`src/itf_defs.svh`:
```
// Constants for the input terminal function mapper
// Operation
// - Each of eight terminals takes any option code from its own function setting.
// - Each terminal has its own polarity setting, applied before decoding.
// - Option 01 active puts the drive in run mode turning in reverse.
// - Options 02 to 05 form a four-bit speed select, 02 the LSB.
// - Option 06 active runs the motor at the jog frequency.
// - Option 07 active applies DC injection braking during deceleration.
// - Option 08 active selects the second motor parameter set.
// - Option 09 active selects the second-stage ramp values.
// - Option 11 active switches motor output off so the motor coasts.
// - Option 12 rising edge latches a trip with error code E12 until reset.
// - Option 13 active at power-up blocks resuming an earlier run command.
// - Option 14 rising edge marks bypass running and suppresses motor output.
// - Bypass falling edge: wait retry delay, match frequency, then resume run.
// - Option 15 active rejects all parameter changes.
// - Option 16 routes analog source by routing parameter; inactive picks main voltage.
// - Option 17 active selects the third motor parameter set.
// - Option 18 activation clears trip, turns output off, asserts power-up reset.
// - Option 20 activation starts motor rotation in three-wire control.
// - A terminal carrying the reset function cannot be active low.
// - One option on several terminals is active when any of them is.
// - Terminals default to active high; active low inverts the input.
`ifndef ITF_DEFS_SVH
`define ITF_DEFS_SVH

// ==========================================================
// Register byte offsets
`define ITF_REG_FUNC_LO 8'h00
`define ITF_REG_FUNC_HI 8'h04
`define ITF_REG_POL 8'h08
`define ITF_REG_ROUTE 8'h0C
`define ITF_REG_JOG 8'h10
`define ITF_REG_BYP_DLY 8'h14
`define ITF_REG_STATUS 8'h18
`define ITF_REG_ERROR 8'h1C

// ==========================================================
// Reset values
`define ITF_FUNC_LO_RST 32'h0B061012
`define ITF_FUNC_HI_RST 32'h01020309
`define ITF_POL_RST 8'h00
`define ITF_ROUTE_RST 2'h0
`define ITF_JOG_RST 16'h0000
`define ITF_BYP_DLY_RST 16'h0000

// ==========================================================
// Option codes and decoding
`define ITF_OPT_REV 5'h01
`define ITF_OPT_SPD0 5'h02
`define ITF_OPT_JOG 5'h06
`define ITF_OPT_DCB 5'h07
`define ITF_OPT_SET2 5'h08
`define ITF_OPT_RAMP2 5'h09
`define ITF_OPT_COAST 5'h0B
`define ITF_OPT_TRIP 5'h0C
`define ITF_OPT_GUARD 5'h0D
`define ITF_OPT_BYPASS 5'h0E
`define ITF_OPT_LOCK 5'h0F
`define ITF_OPT_ANALOG 5'h10
`define ITF_OPT_THIRD_MOTOR_SELECT 5'h11
`define ITF_OPT_RESET 5'h12
`define ITF_OPT_START 5'h14
`define ITF_OPT_MAX 8'h14
`define ITF_OPT_DEFINED 21'h17FBFE
`define ITF_ERR_OUTSIDE 8'h0C

// ==========================================================
// Timing
`define ITF_CLK_PERIOD_NS 4
`define ITF_DELAY_UNIT_NS 1000000
`define ITF_SYNC_SETTLE 2'h3

// ==========================================================
// Bus responses
`define ITF_RESP_OKAY 2'h0
`define ITF_RESP_SLVERR 2'h2

`endif

```
`src/itf_pkg.sv`:
```
// Types for the input terminal function mapper
package itf_pkg;

  typedef enum logic [1:0] {BYP_IDLE, BYP_HOLD, BYP_WAIT, BYP_MATCH} itf_byp_t;

  typedef struct packed {
    logic reverse_run;
    logic jog_run;
    logic [15:0] jog_freq;
    logic [3:0] speed_sel;
    logic dc_brake_apply;
    logic [1:0] motor_set;
    logic second_ramp_select;
    logic coast_stop;
    logic motor_output_enable;
    logic trip_latched;
    logic [7:0] error_code;
    logic power_up_guard_hold;
    logic bypass_active;
    logic freq_match_req;
    logic parameter_lock;
    logic [2:0] analog_sel;
    logic power_up_reset;
    logic three_wire_begin;
  } itf_cmd_t;

  typedef struct packed {
    logic [7:0] sync1;
    logic [7:0] sync2;
    logic [20:0] fv;
    logic [20:0] fv_prev;
    logic [1:0] settle;
    logic armed;
    logic [7:0][7:0] fn;
    logic [7:0] pol;
    logic [1:0] route;
    logic [15:0] jog;
    logic [15:0] dly;
    logic trip;
    logic guard;
    logic pur;
    logic start;
    itf_byp_t byp;
    logic [19:0] tick;
    logic [15:0] ms;
    logic aw_got;
    logic w_got;
    logic [7:0] awaddr;
    logic [31:0] wdata;
    logic [3:0] wstrb;
    logic bvalid;
    logic [1:0] bresp;
    logic rvalid;
    logic [31:0] rdata;
    logic [1:0] rresp;
  } itf_state_t;

endpackage

```
`src/itf_mapper.sv`:
```
// Input terminal function mapper with AXI4-Lite configuration slave
`timescale 1ns/1ps
`include "itf_defs.svh"

module itf_mapper
  import itf_pkg::*;
#(
  parameter int TICK_CYCLES = `ITF_DELAY_UNIT_NS / `ITF_CLK_PERIOD_NS
)
(
  input wire logic aclk,
  input wire logic aresetn,
  input wire logic [7:0] term_in,
  input wire logic run_cmd_in,
  input wire logic decel_in,
  input wire logic freq_match_done,
  output itf_cmd_t cmd,
  input wire logic s_axi_awvalid,
  output logic s_axi_awready,
  input wire logic [7:0] s_axi_awaddr,
  input wire logic [2:0] s_axi_awprot,
  input wire logic s_axi_wvalid,
  output logic s_axi_wready,
  input wire logic [31:0] s_axi_wdata,
  input wire logic [3:0] s_axi_wstrb,
  output logic s_axi_bvalid,
  input wire logic s_axi_bready,
  output logic [1:0] s_axi_bresp,
  input wire logic s_axi_arvalid,
  output logic s_axi_arready,
  input wire logic [7:0] s_axi_araddr,
  input wire logic [2:0] s_axi_arprot,
  output logic s_axi_rvalid,
  input wire logic s_axi_rready,
  output logic [31:0] s_axi_rdata,
  output logic [1:0] s_axi_rresp
);

  // ==========================================================
  // Functions

  // Reset-function terminals are forced active high
  function automatic logic [7:0] itf_pol_eff(
    input logic [7:0] pol,
    input logic [7:0][7:0] fn
  );
    logic [7:0] p;
    p = pol;
    for (int t = 0; t < 8; t++)
    begin
      if (fn[t] == {3'h0, `ITF_OPT_RESET})
      begin
        p[t] = 1'b0;
      end
    end
    return p;
  endfunction

  function automatic logic [20:0] itf_decode(
    input logic [7:0] act,
    input logic [7:0][7:0] fn
  );
    logic [20:0] v;
    v = 21'h000000;
    for (int t = 0; t < 8; t++)
    begin
      if (act[t] && fn[t] <= `ITF_OPT_MAX)
      begin
        v[fn[t][4:0]] = 1'b1;
      end
    end
    return v & `ITF_OPT_DEFINED;
  endfunction

  function automatic logic [31:0] itf_merge(
    input logic [31:0] old,
    input logic [31:0] wd,
    input logic [3:0] strb
  );
    logic [31:0] r;
    r = old;
    for (int b = 0; b < 4; b++)
    begin
      if (strb[b])
      begin
        r[8*b +: 8] = wd[8*b +: 8];
      end
    end
    return r;
  endfunction

  // Registers sit on word boundaries, so the two byte-lane bits are not decoded
  function automatic logic itf_hit(
    input logic [7:0] addr,
    input logic [7:0] off
  );
    return addr[7:2] == off[7:2];
  endfunction

  // ==========================================================
  // State

  itf_state_t s_q;
  itf_state_t s_d;
  logic [7:0] pol_eff;
  logic [20:0] rise;
  logic [20:0] fall;
  logic lock;
  logic [31:0] jog_wr;
  logic [31:0] dly_wr;

  assign pol_eff = itf_pol_eff(s_q.pol, s_q.fn);
  // Edges only count once the first samples after reset are valid
  assign rise = s_q.armed ? (s_q.fv & ~s_q.fv_prev) : 21'h000000;
  assign fall = s_q.armed ? (~s_q.fv & s_q.fv_prev) : 21'h000000;
  assign lock = s_q.fv[`ITF_OPT_LOCK];
  // The 16-bit registers merge as a full word and keep only the low half
  assign jog_wr = itf_merge({16'h0000, s_q.jog}, s_q.wdata, s_q.wstrb);
  assign dly_wr = itf_merge({16'h0000, s_q.dly}, s_q.wdata, s_q.wstrb);

  always_comb
  begin
    s_d = s_q;
    // ========================================================
    // Terminal sampling and decoding
    s_d.sync1 = term_in;
    s_d.sync2 = s_q.sync1;
    s_d.fv = itf_decode(s_q.sync2 ^ pol_eff, s_q.fn);
    s_d.fv_prev = s_q.fv;
    if (s_q.settle != `ITF_SYNC_SETTLE)
    begin
      s_d.settle = s_q.settle + 2'h1;
    end
    else if (!s_q.armed)
    begin
      s_d.armed = 1'b1;
      s_d.guard = s_q.fv[`ITF_OPT_GUARD] & run_cmd_in;
    end
    if (!run_cmd_in)
    begin
      s_d.guard = 1'b0;
    end

    // ========================================================
    // Trip, reset and start events
    // A new trip edge beats a simultaneous reset edge
    s_d.trip = (s_q.trip & ~rise[`ITF_OPT_RESET]) | rise[`ITF_OPT_TRIP];
    s_d.pur = rise[`ITF_OPT_RESET];
    s_d.start = rise[`ITF_OPT_START];
    if (rise[`ITF_OPT_RESET])
    begin
      // Power-up reset re-runs the start-up guard capture
      s_d.settle = 2'h0;
      s_d.armed = 1'b0;
    end

    // ========================================================
    // Bypass handover
    case (s_q.byp)
      BYP_IDLE:
      begin
        if (rise[`ITF_OPT_BYPASS])
        begin
          s_d.byp = BYP_HOLD;
        end
      end
      BYP_HOLD:
      begin
        if (fall[`ITF_OPT_BYPASS])
        begin
          s_d.byp = BYP_WAIT;
          s_d.tick = 20'h00000;
          s_d.ms = 16'h0000;
        end
      end
      BYP_WAIT:
      begin
        // A new bypass rise hands the motor back to the supply and drops the count
        if (rise[`ITF_OPT_BYPASS])
        begin
          s_d.byp = BYP_HOLD;
        end
        else if (s_q.ms >= s_q.dly)
        begin
          s_d.byp = BYP_MATCH;
        end
        else if (s_q.tick == 20'(TICK_CYCLES - 1))
        begin
          s_d.tick = 20'h00000;
          s_d.ms = s_q.ms + 16'h0001;
        end
        else
        begin
          s_d.tick = s_q.tick + 20'h00001;
        end
      end
      BYP_MATCH:
      begin
        if (rise[`ITF_OPT_BYPASS])
        begin
          s_d.byp = BYP_HOLD;
        end
        else if (freq_match_done)
        begin
          s_d.byp = BYP_IDLE;
        end
      end
      default:
      begin
        s_d.byp = BYP_IDLE;
      end
    endcase

    // ========================================================
    // AXI4-Lite write path
    if (s_axi_awvalid && s_axi_awready)
    begin
      s_d.aw_got = 1'b1;
      s_d.awaddr = s_axi_awaddr;
    end
    if (s_axi_wvalid && s_axi_wready)
    begin
      s_d.w_got = 1'b1;
      s_d.wdata = s_axi_wdata;
      s_d.wstrb = s_axi_wstrb;
    end
    if (s_q.aw_got && s_q.w_got && !s_q.bvalid)
    begin
      s_d.aw_got = 1'b0;
      s_d.w_got = 1'b0;
      s_d.bvalid = 1'b1;
      s_d.bresp = `ITF_RESP_OKAY;
      if (lock)
      begin
        s_d.bresp = `ITF_RESP_SLVERR;
      end
      else if (itf_hit(s_q.awaddr, `ITF_REG_FUNC_LO))
      begin
        s_d.fn[3:0] = itf_merge(s_q.fn[3:0], s_q.wdata, s_q.wstrb);
      end
      else if (itf_hit(s_q.awaddr, `ITF_REG_FUNC_HI))
      begin
        s_d.fn[7:4] = itf_merge(s_q.fn[7:4], s_q.wdata, s_q.wstrb);
      end
      else if (itf_hit(s_q.awaddr, `ITF_REG_POL))
      begin
        s_d.pol = s_q.wstrb[0] ? s_q.wdata[7:0] : s_q.pol;
      end
      else if (itf_hit(s_q.awaddr, `ITF_REG_ROUTE))
      begin
        s_d.route = s_q.wstrb[0] ? s_q.wdata[1:0] : s_q.route;
      end
      else if (itf_hit(s_q.awaddr, `ITF_REG_JOG))
      begin
        s_d.jog = jog_wr[15:0];
      end
      else if (itf_hit(s_q.awaddr, `ITF_REG_BYP_DLY))
      begin
        s_d.dly = dly_wr[15:0];
      end
      else
      begin
        // Status and error words are read-only; holes are unmapped
        s_d.bresp = `ITF_RESP_SLVERR;
      end
    end
    if (s_q.bvalid && s_axi_bready)
    begin
      s_d.bvalid = 1'b0;
    end

    // ========================================================
    // AXI4-Lite read path
    if (s_axi_arvalid && s_axi_arready)
    begin
      s_d.rvalid = 1'b1;
      s_d.rresp = `ITF_RESP_OKAY;
      // Decoded as the address is taken; the word then stands until rready
      s_d.rdata = 32'h00000000;
      if (itf_hit(s_axi_araddr, `ITF_REG_FUNC_LO))
      begin
        s_d.rdata = s_q.fn[3:0];
      end
      else if (itf_hit(s_axi_araddr, `ITF_REG_FUNC_HI))
      begin
        s_d.rdata = s_q.fn[7:4];
      end
      else if (itf_hit(s_axi_araddr, `ITF_REG_POL))
      begin
        s_d.rdata = {24'h000000, pol_eff};
      end
      else if (itf_hit(s_axi_araddr, `ITF_REG_ROUTE))
      begin
        s_d.rdata = {30'h00000000, s_q.route};
      end
      else if (itf_hit(s_axi_araddr, `ITF_REG_JOG))
      begin
        s_d.rdata = {16'h0000, s_q.jog};
      end
      else if (itf_hit(s_axi_araddr, `ITF_REG_BYP_DLY))
      begin
        s_d.rdata = {16'h0000, s_q.dly};
      end
      else if (itf_hit(s_axi_araddr, `ITF_REG_STATUS))
      begin
        s_d.rdata = {19'h00000, lock, s_q.byp, s_q.guard, s_q.trip, s_q.sync2};
      end
      else if (itf_hit(s_axi_araddr, `ITF_REG_ERROR))
      begin
        s_d.rdata = {24'h000000, s_q.trip ? `ITF_ERR_OUTSIDE : 8'h00};
      end
      else
      begin
        s_d.rresp = `ITF_RESP_SLVERR;
      end
    end
    if (s_q.rvalid && s_axi_rready)
    begin
      s_d.rvalid = 1'b0;
    end
  end

  always_ff @(posedge aclk)
  begin
    if (!aresetn)
    begin
      s_q <= '0;
      s_q.fn[3:0] <= `ITF_FUNC_LO_RST;
      s_q.fn[7:4] <= `ITF_FUNC_HI_RST;
      s_q.pol <= `ITF_POL_RST;
      s_q.route <= `ITF_ROUTE_RST;
      s_q.jog <= `ITF_JOG_RST;
      s_q.dly <= `ITF_BYP_DLY_RST;
      s_q.byp <= BYP_IDLE;
    end
    else
    begin
      s_q <= s_d;
    end
  end

  // ==========================================================
  // Outputs
  assign s_axi_awready = !s_q.aw_got && !s_q.bvalid;
  assign s_axi_wready = !s_q.w_got && !s_q.bvalid;
  assign s_axi_bvalid = s_q.bvalid;
  assign s_axi_bresp = s_q.bresp;
  assign s_axi_arready = !s_q.rvalid;
  assign s_axi_rvalid = s_q.rvalid;
  assign s_axi_rdata = s_q.rdata;
  assign s_axi_rresp = s_q.rresp;

  assign cmd.reverse_run = s_q.fv[`ITF_OPT_REV];
  assign cmd.jog_run = s_q.fv[`ITF_OPT_JOG];
  assign cmd.jog_freq = s_q.jog;
  assign cmd.speed_sel = s_q.fv[`ITF_OPT_SPD0 +: 4];
  assign cmd.dc_brake_apply = s_q.fv[`ITF_OPT_DCB] & decel_in;
  // Third set wins if both selects are on at once
  assign cmd.motor_set = s_q.fv[`ITF_OPT_THIRD_MOTOR_SELECT] ? 2'h2 : {1'b0, s_q.fv[`ITF_OPT_SET2]};
  assign cmd.second_ramp_select = s_q.fv[`ITF_OPT_RAMP2];
  assign cmd.coast_stop = s_q.fv[`ITF_OPT_COAST];
  assign cmd.motor_output_enable = !s_q.fv[`ITF_OPT_COAST] && !s_q.trip && !s_q.pur
    && !s_q.fv[`ITF_OPT_RESET] && s_q.byp != BYP_HOLD && s_q.byp != BYP_WAIT;
  assign cmd.trip_latched = s_q.trip;
  assign cmd.error_code = s_q.trip ? `ITF_ERR_OUTSIDE : 8'h00;
  assign cmd.power_up_guard_hold = s_q.guard;
  assign cmd.bypass_active = s_q.byp != BYP_IDLE;
  assign cmd.freq_match_req = s_q.byp == BYP_MATCH;
  assign cmd.parameter_lock = lock;
  // analog_sel bit 0 main voltage, bit 1 current, bit 2 second voltage
  assign cmd.analog_sel = !s_q.fv[`ITF_OPT_ANALOG] ? 3'h1
    : (s_q.route == 2'h0 ? 3'h2 : (s_q.route == 2'h1 ? 3'h4 : 3'h0));
  assign cmd.power_up_reset = s_q.pur;
  assign cmd.three_wire_begin = s_q.start;

endmodule

```
`config.mk`:
```
export PLATFORM = sky130hd
export DESIGN_NAME = itf_mapper
export DESIGN_NICKNAME = d
export VERILOG_FILES = /design/src/itf_pkg.sv /design/src/itf_mapper.sv
export VERILOG_INCLUDE_DIRS = /design/src
export SDC_FILE = /design/constraint.sdc
export NUM_CORES = 1
export LEC_CHECK = 0
export BUFFER_PORTS_ARGS = -buffer_cell sky130_fd_sc_hd__buf_2
export CELL_PAD_IN_SITES_DETAIL_PLACEMENT = 0
export CELL_PAD_IN_SITES_GLOBAL_PLACEMENT = 1
export CORE_UTILIZATION = 49
export CTS_BUF_LIST = sky130_fd_sc_hd__clkbuf_4
export DETAILED_ROUTE_END_ITERATION = 10
export PLACE_DENSITY = 0.95
export SLEW_MARGIN = 25
export SYNTH_ARGS = -nofsm -noshare
export SYNTH_HDL_FRONTEND = slang
export SYNTH_SLANG_ARGS = --single-unit
```
`constraint.sdc`:
```
create_clock -name aclk -period 4 [get_ports aclk]
set_clock_uncertainty 0.1 [all_clocks]
set_input_delay 0.8 -clock aclk [delete_from_list [all_inputs] [get_ports aclk]]
set_output_delay 0.8 -clock aclk [all_outputs]
set_load 0.05 [all_outputs]
```
==> impl_metrics.ini <==
[drt]
dr.pass1.iters = 8
vias = 12900
ant_nets = 0
drc = 0
post_drt_wl_per_cell_um = 19.2
drt_iter0_drc = 1284
vias_per_cell = 5.94
wl_um = 41600

[setup_path]
cp.arrival_ps = 2300
cp-start-kind = register
regToRegSetupSlack_ps = 1050
path_delay_family = simple AND/OR/NAND/NOR gates
path_depth = 3
worstPathRequired_ps = 3100
setup.worst_path.end_class = primary output
reg2reg_from = s_q[139]$_SDFFE_PN0P_
cpPeakStageDelay_ps = 630
endpoint = cmd[18]
reg2regPathDepth = 10
critPathLaunch = cmd[17]$_SDFF_PN0_
slowest_stage = or4_1
path_class = reg -> out
r2r-end = s_q[113]$_SDFFE_PN0P_
cp_cell_sequence = or4_1 > nor3_1 > buf_2
cp_max_fo = 8
crit_buf_inv = 1

[floorplan]
num_rows = 60
die-area_um2 = 28800
start_util = 0.505
design.core.area_um2 = 27300
die_h_um = 170
ioPinCount = 163
die_x_um = 170

[global_route]
antenna_found_initial = 2
grt_pass1_wl_um = 65300
grt_max_degree = 74
grt_pass1_vias = 11900
gr-usage-met1 = 0.410
grt-ovfl-total = 0
use_met3 = 0.0560
busiest_layer = met2
grtUsageTotal = 0.289
grt_use_met2 = 0.432

[clocking]
clk_pin_slew_worst_paths_ps = 60
numClockSinks = 269
cts_resized = 0
post-cts-setup-buffers = 0
cts_tree = built
cts_buffer_depth = 3
cts_made_buffers = 71
root_buffer = clkbuf_4
clkLatencyLatePin_ps = 680
h-tree-depth = 3
ctsHoldBuffers = 0

[pwr]
leakagePower_nw = 5.70
powerDensity_nw_per_um2 = 377
ir_drop_uv = 258

[placed_design]
portBuffers = 144
place_congestion = 0.970
hpwl_um = 30300

[layout]
nets = 1855
fillCellCount = 2625
drive_above_1_share = 0.152
final_core_util = 0.549
syn2layout_area_growth_pct = 8.80
layout_common_cells = nand2_1, dfxtp_1, buf_2, clkbuf_4, a21boi_1
final_common_cell = nand2_1

[outcome]
run_status = finished clean

[logic_synthesis]
synth_edf_count = 0
synth_area_per_cell_um2 = 8.08
synthTopCellsByArea = dfxtp_1, nand2_1, a21boi_1
synth.top_cell.area_share = 0.391
netlist_instances = 1702
seq_area_frac_synth = 0.391
ys_ff_latch = 269
synth_area_um2 = 13800
yosysWarningCount = 0
synth.largest_area_cell = dfxtp_1
synthArstFlopShare = 0
synth.distinct_cells = 75
synthFlopType = dfxtp_1

[timing]
fin_crit_ps = 3200
setup_violations = 0
rsz0062_at_grt = no
finalHoldViolations = 0
slew_headroom = 0.255
worst_pin_slew_ps = 1110
setup_tns_ps = 0
fin_crit_sh = 0.801
fmax_ghz = 0.312
report.final.slew_viol_count = 0

[job]
cap_violations = 0

[worst_hold_path]
hold_path.class = in -> reg
[metal layers]
layer | up-vias | wire [um]
met5 | - | 0
met3 | 90 | 3450
met1 | 6083 | 19200
met4 | 0 | 1170
met2 | 620 | 17800
li1 | 6093 | -
[Yosys cell counts (19+ instances only)]
cell type  count
a21boi_0      38
a21boi_1      91
a21oi_1       34
a221oi_1      20
and2_1        43
buf_4         74
clkbuf_1      93
dfxtp_1      269
ha_1          19
inv_1         33
mux2i_1       33
nand2_1      358
nand3_1       50
nor2_1        87
nor2b_1       35
nor3_1        38
nor3b_1       24
o21ai_0       38
o31ai_1       20
[worst min-delay path by stage]
stage,startpoint,endpoint,slack (ps),cells after the start
finish,term_in[2],s_d[279]$_SDFF_PN0_,220,2
global route,term_in[2],s_d[279]$_SDFF_PN0_,210,2
CTS,term_in[2],s_d[279]$_SDFF_PN0_,190,2
detailed placement,s_d[279]$_SDFF_PN0_,s_q[279]$_SDFF_PN0_,330,1
global placement,s_d[282]$_SDFF_PN0_,s_q[282]$_SDFF_PN0_,320,1
floorplan,s_d[277]$_SDFF_PN0_,s_q[277]$_SDFF_PN0_,310,1
[cells by family (layout without fill, tap and decap cells)]
family	count (synthesis)	in the layout	share of synthesized area
buffers and inverters	212	300	0.0789
AO/OA/AOI/OAI	388	388	0.208
other	1	9	0.000273
AND/OR/NAND/NOR	765	765	0.268
flip-flops	269	269	0.391
adder cells (fa/ha/maj)	19	19	0.0173
XOR/XNOR	13	13	0.00828
multiplexers	35	35	0.0273
[cell type report]
type                       instances  area [um^2]  area share
tap                              372          465      0.0311
clock inverter                    14          116     0.00777
multi-input combinational       1228         7340       0.490
clock buffer                      96          721      0.0481
sequential                       269         5390       0.360
timing repair buffer             156          817      0.0546
inverter                          34          128     0.00852
antenna                            1         2.50    0.000167
[per-stage QoR]
| stage | power, W | area (um^2) | hold WS (ps) | setup WS [ps] | instances |
|---|---|---|---|---|---|
| after floorplan | 0.00324 | 13800 | 312 | 1140 | 1709 |
| after global placement | 0.00335 | 14100 | 320 | 942 | 2059 |
| after detailed placement | 0.00336 | 14100 | 328 | 879 | 2059 |
| after CTS | 0.00569 | 15000 | 192 | 817 | 2169 |
| after global routing | 0.00589 | 15000 | 207 | 751 | 2170 |
| final | 0.00564 | 15000 | 219 | 795 | 2170 |
[state kept, by name (all words and copies together), names as in the netlist]
name and cells:
s_d 17, s_axi_bvalid 1, s_q 187, s_axi_rresp 1, s_axi_bresp 1, cmd 29, s_axi_rvalid 1, s_axi_rdata 32
[power breakdown]
group          switching (W)  leakage (nW)  internal [W]  total, W
Combinational       0.000317          3.02      0.000151  0.000468
Clock                0.00110         0.497       0.00123   0.00233
Sequential         0.0000870          2.19       0.00275   0.00284
Total                0.00151          5.70       0.00413   0.00564
[worst reg2reg max path, stage by stage, from the launching register on]
cell and delay, ps:
dfxtp_1 340, inv_1 80, ha_1 310, a211oi_1 210, o21ai_1 130, a211oi_2 300, o21ai_2 130, nand2b_1 370
buf_4 280, or4_1 500, a21boi_1 140
Note: power is estimated with default switching activity, not from simulation.
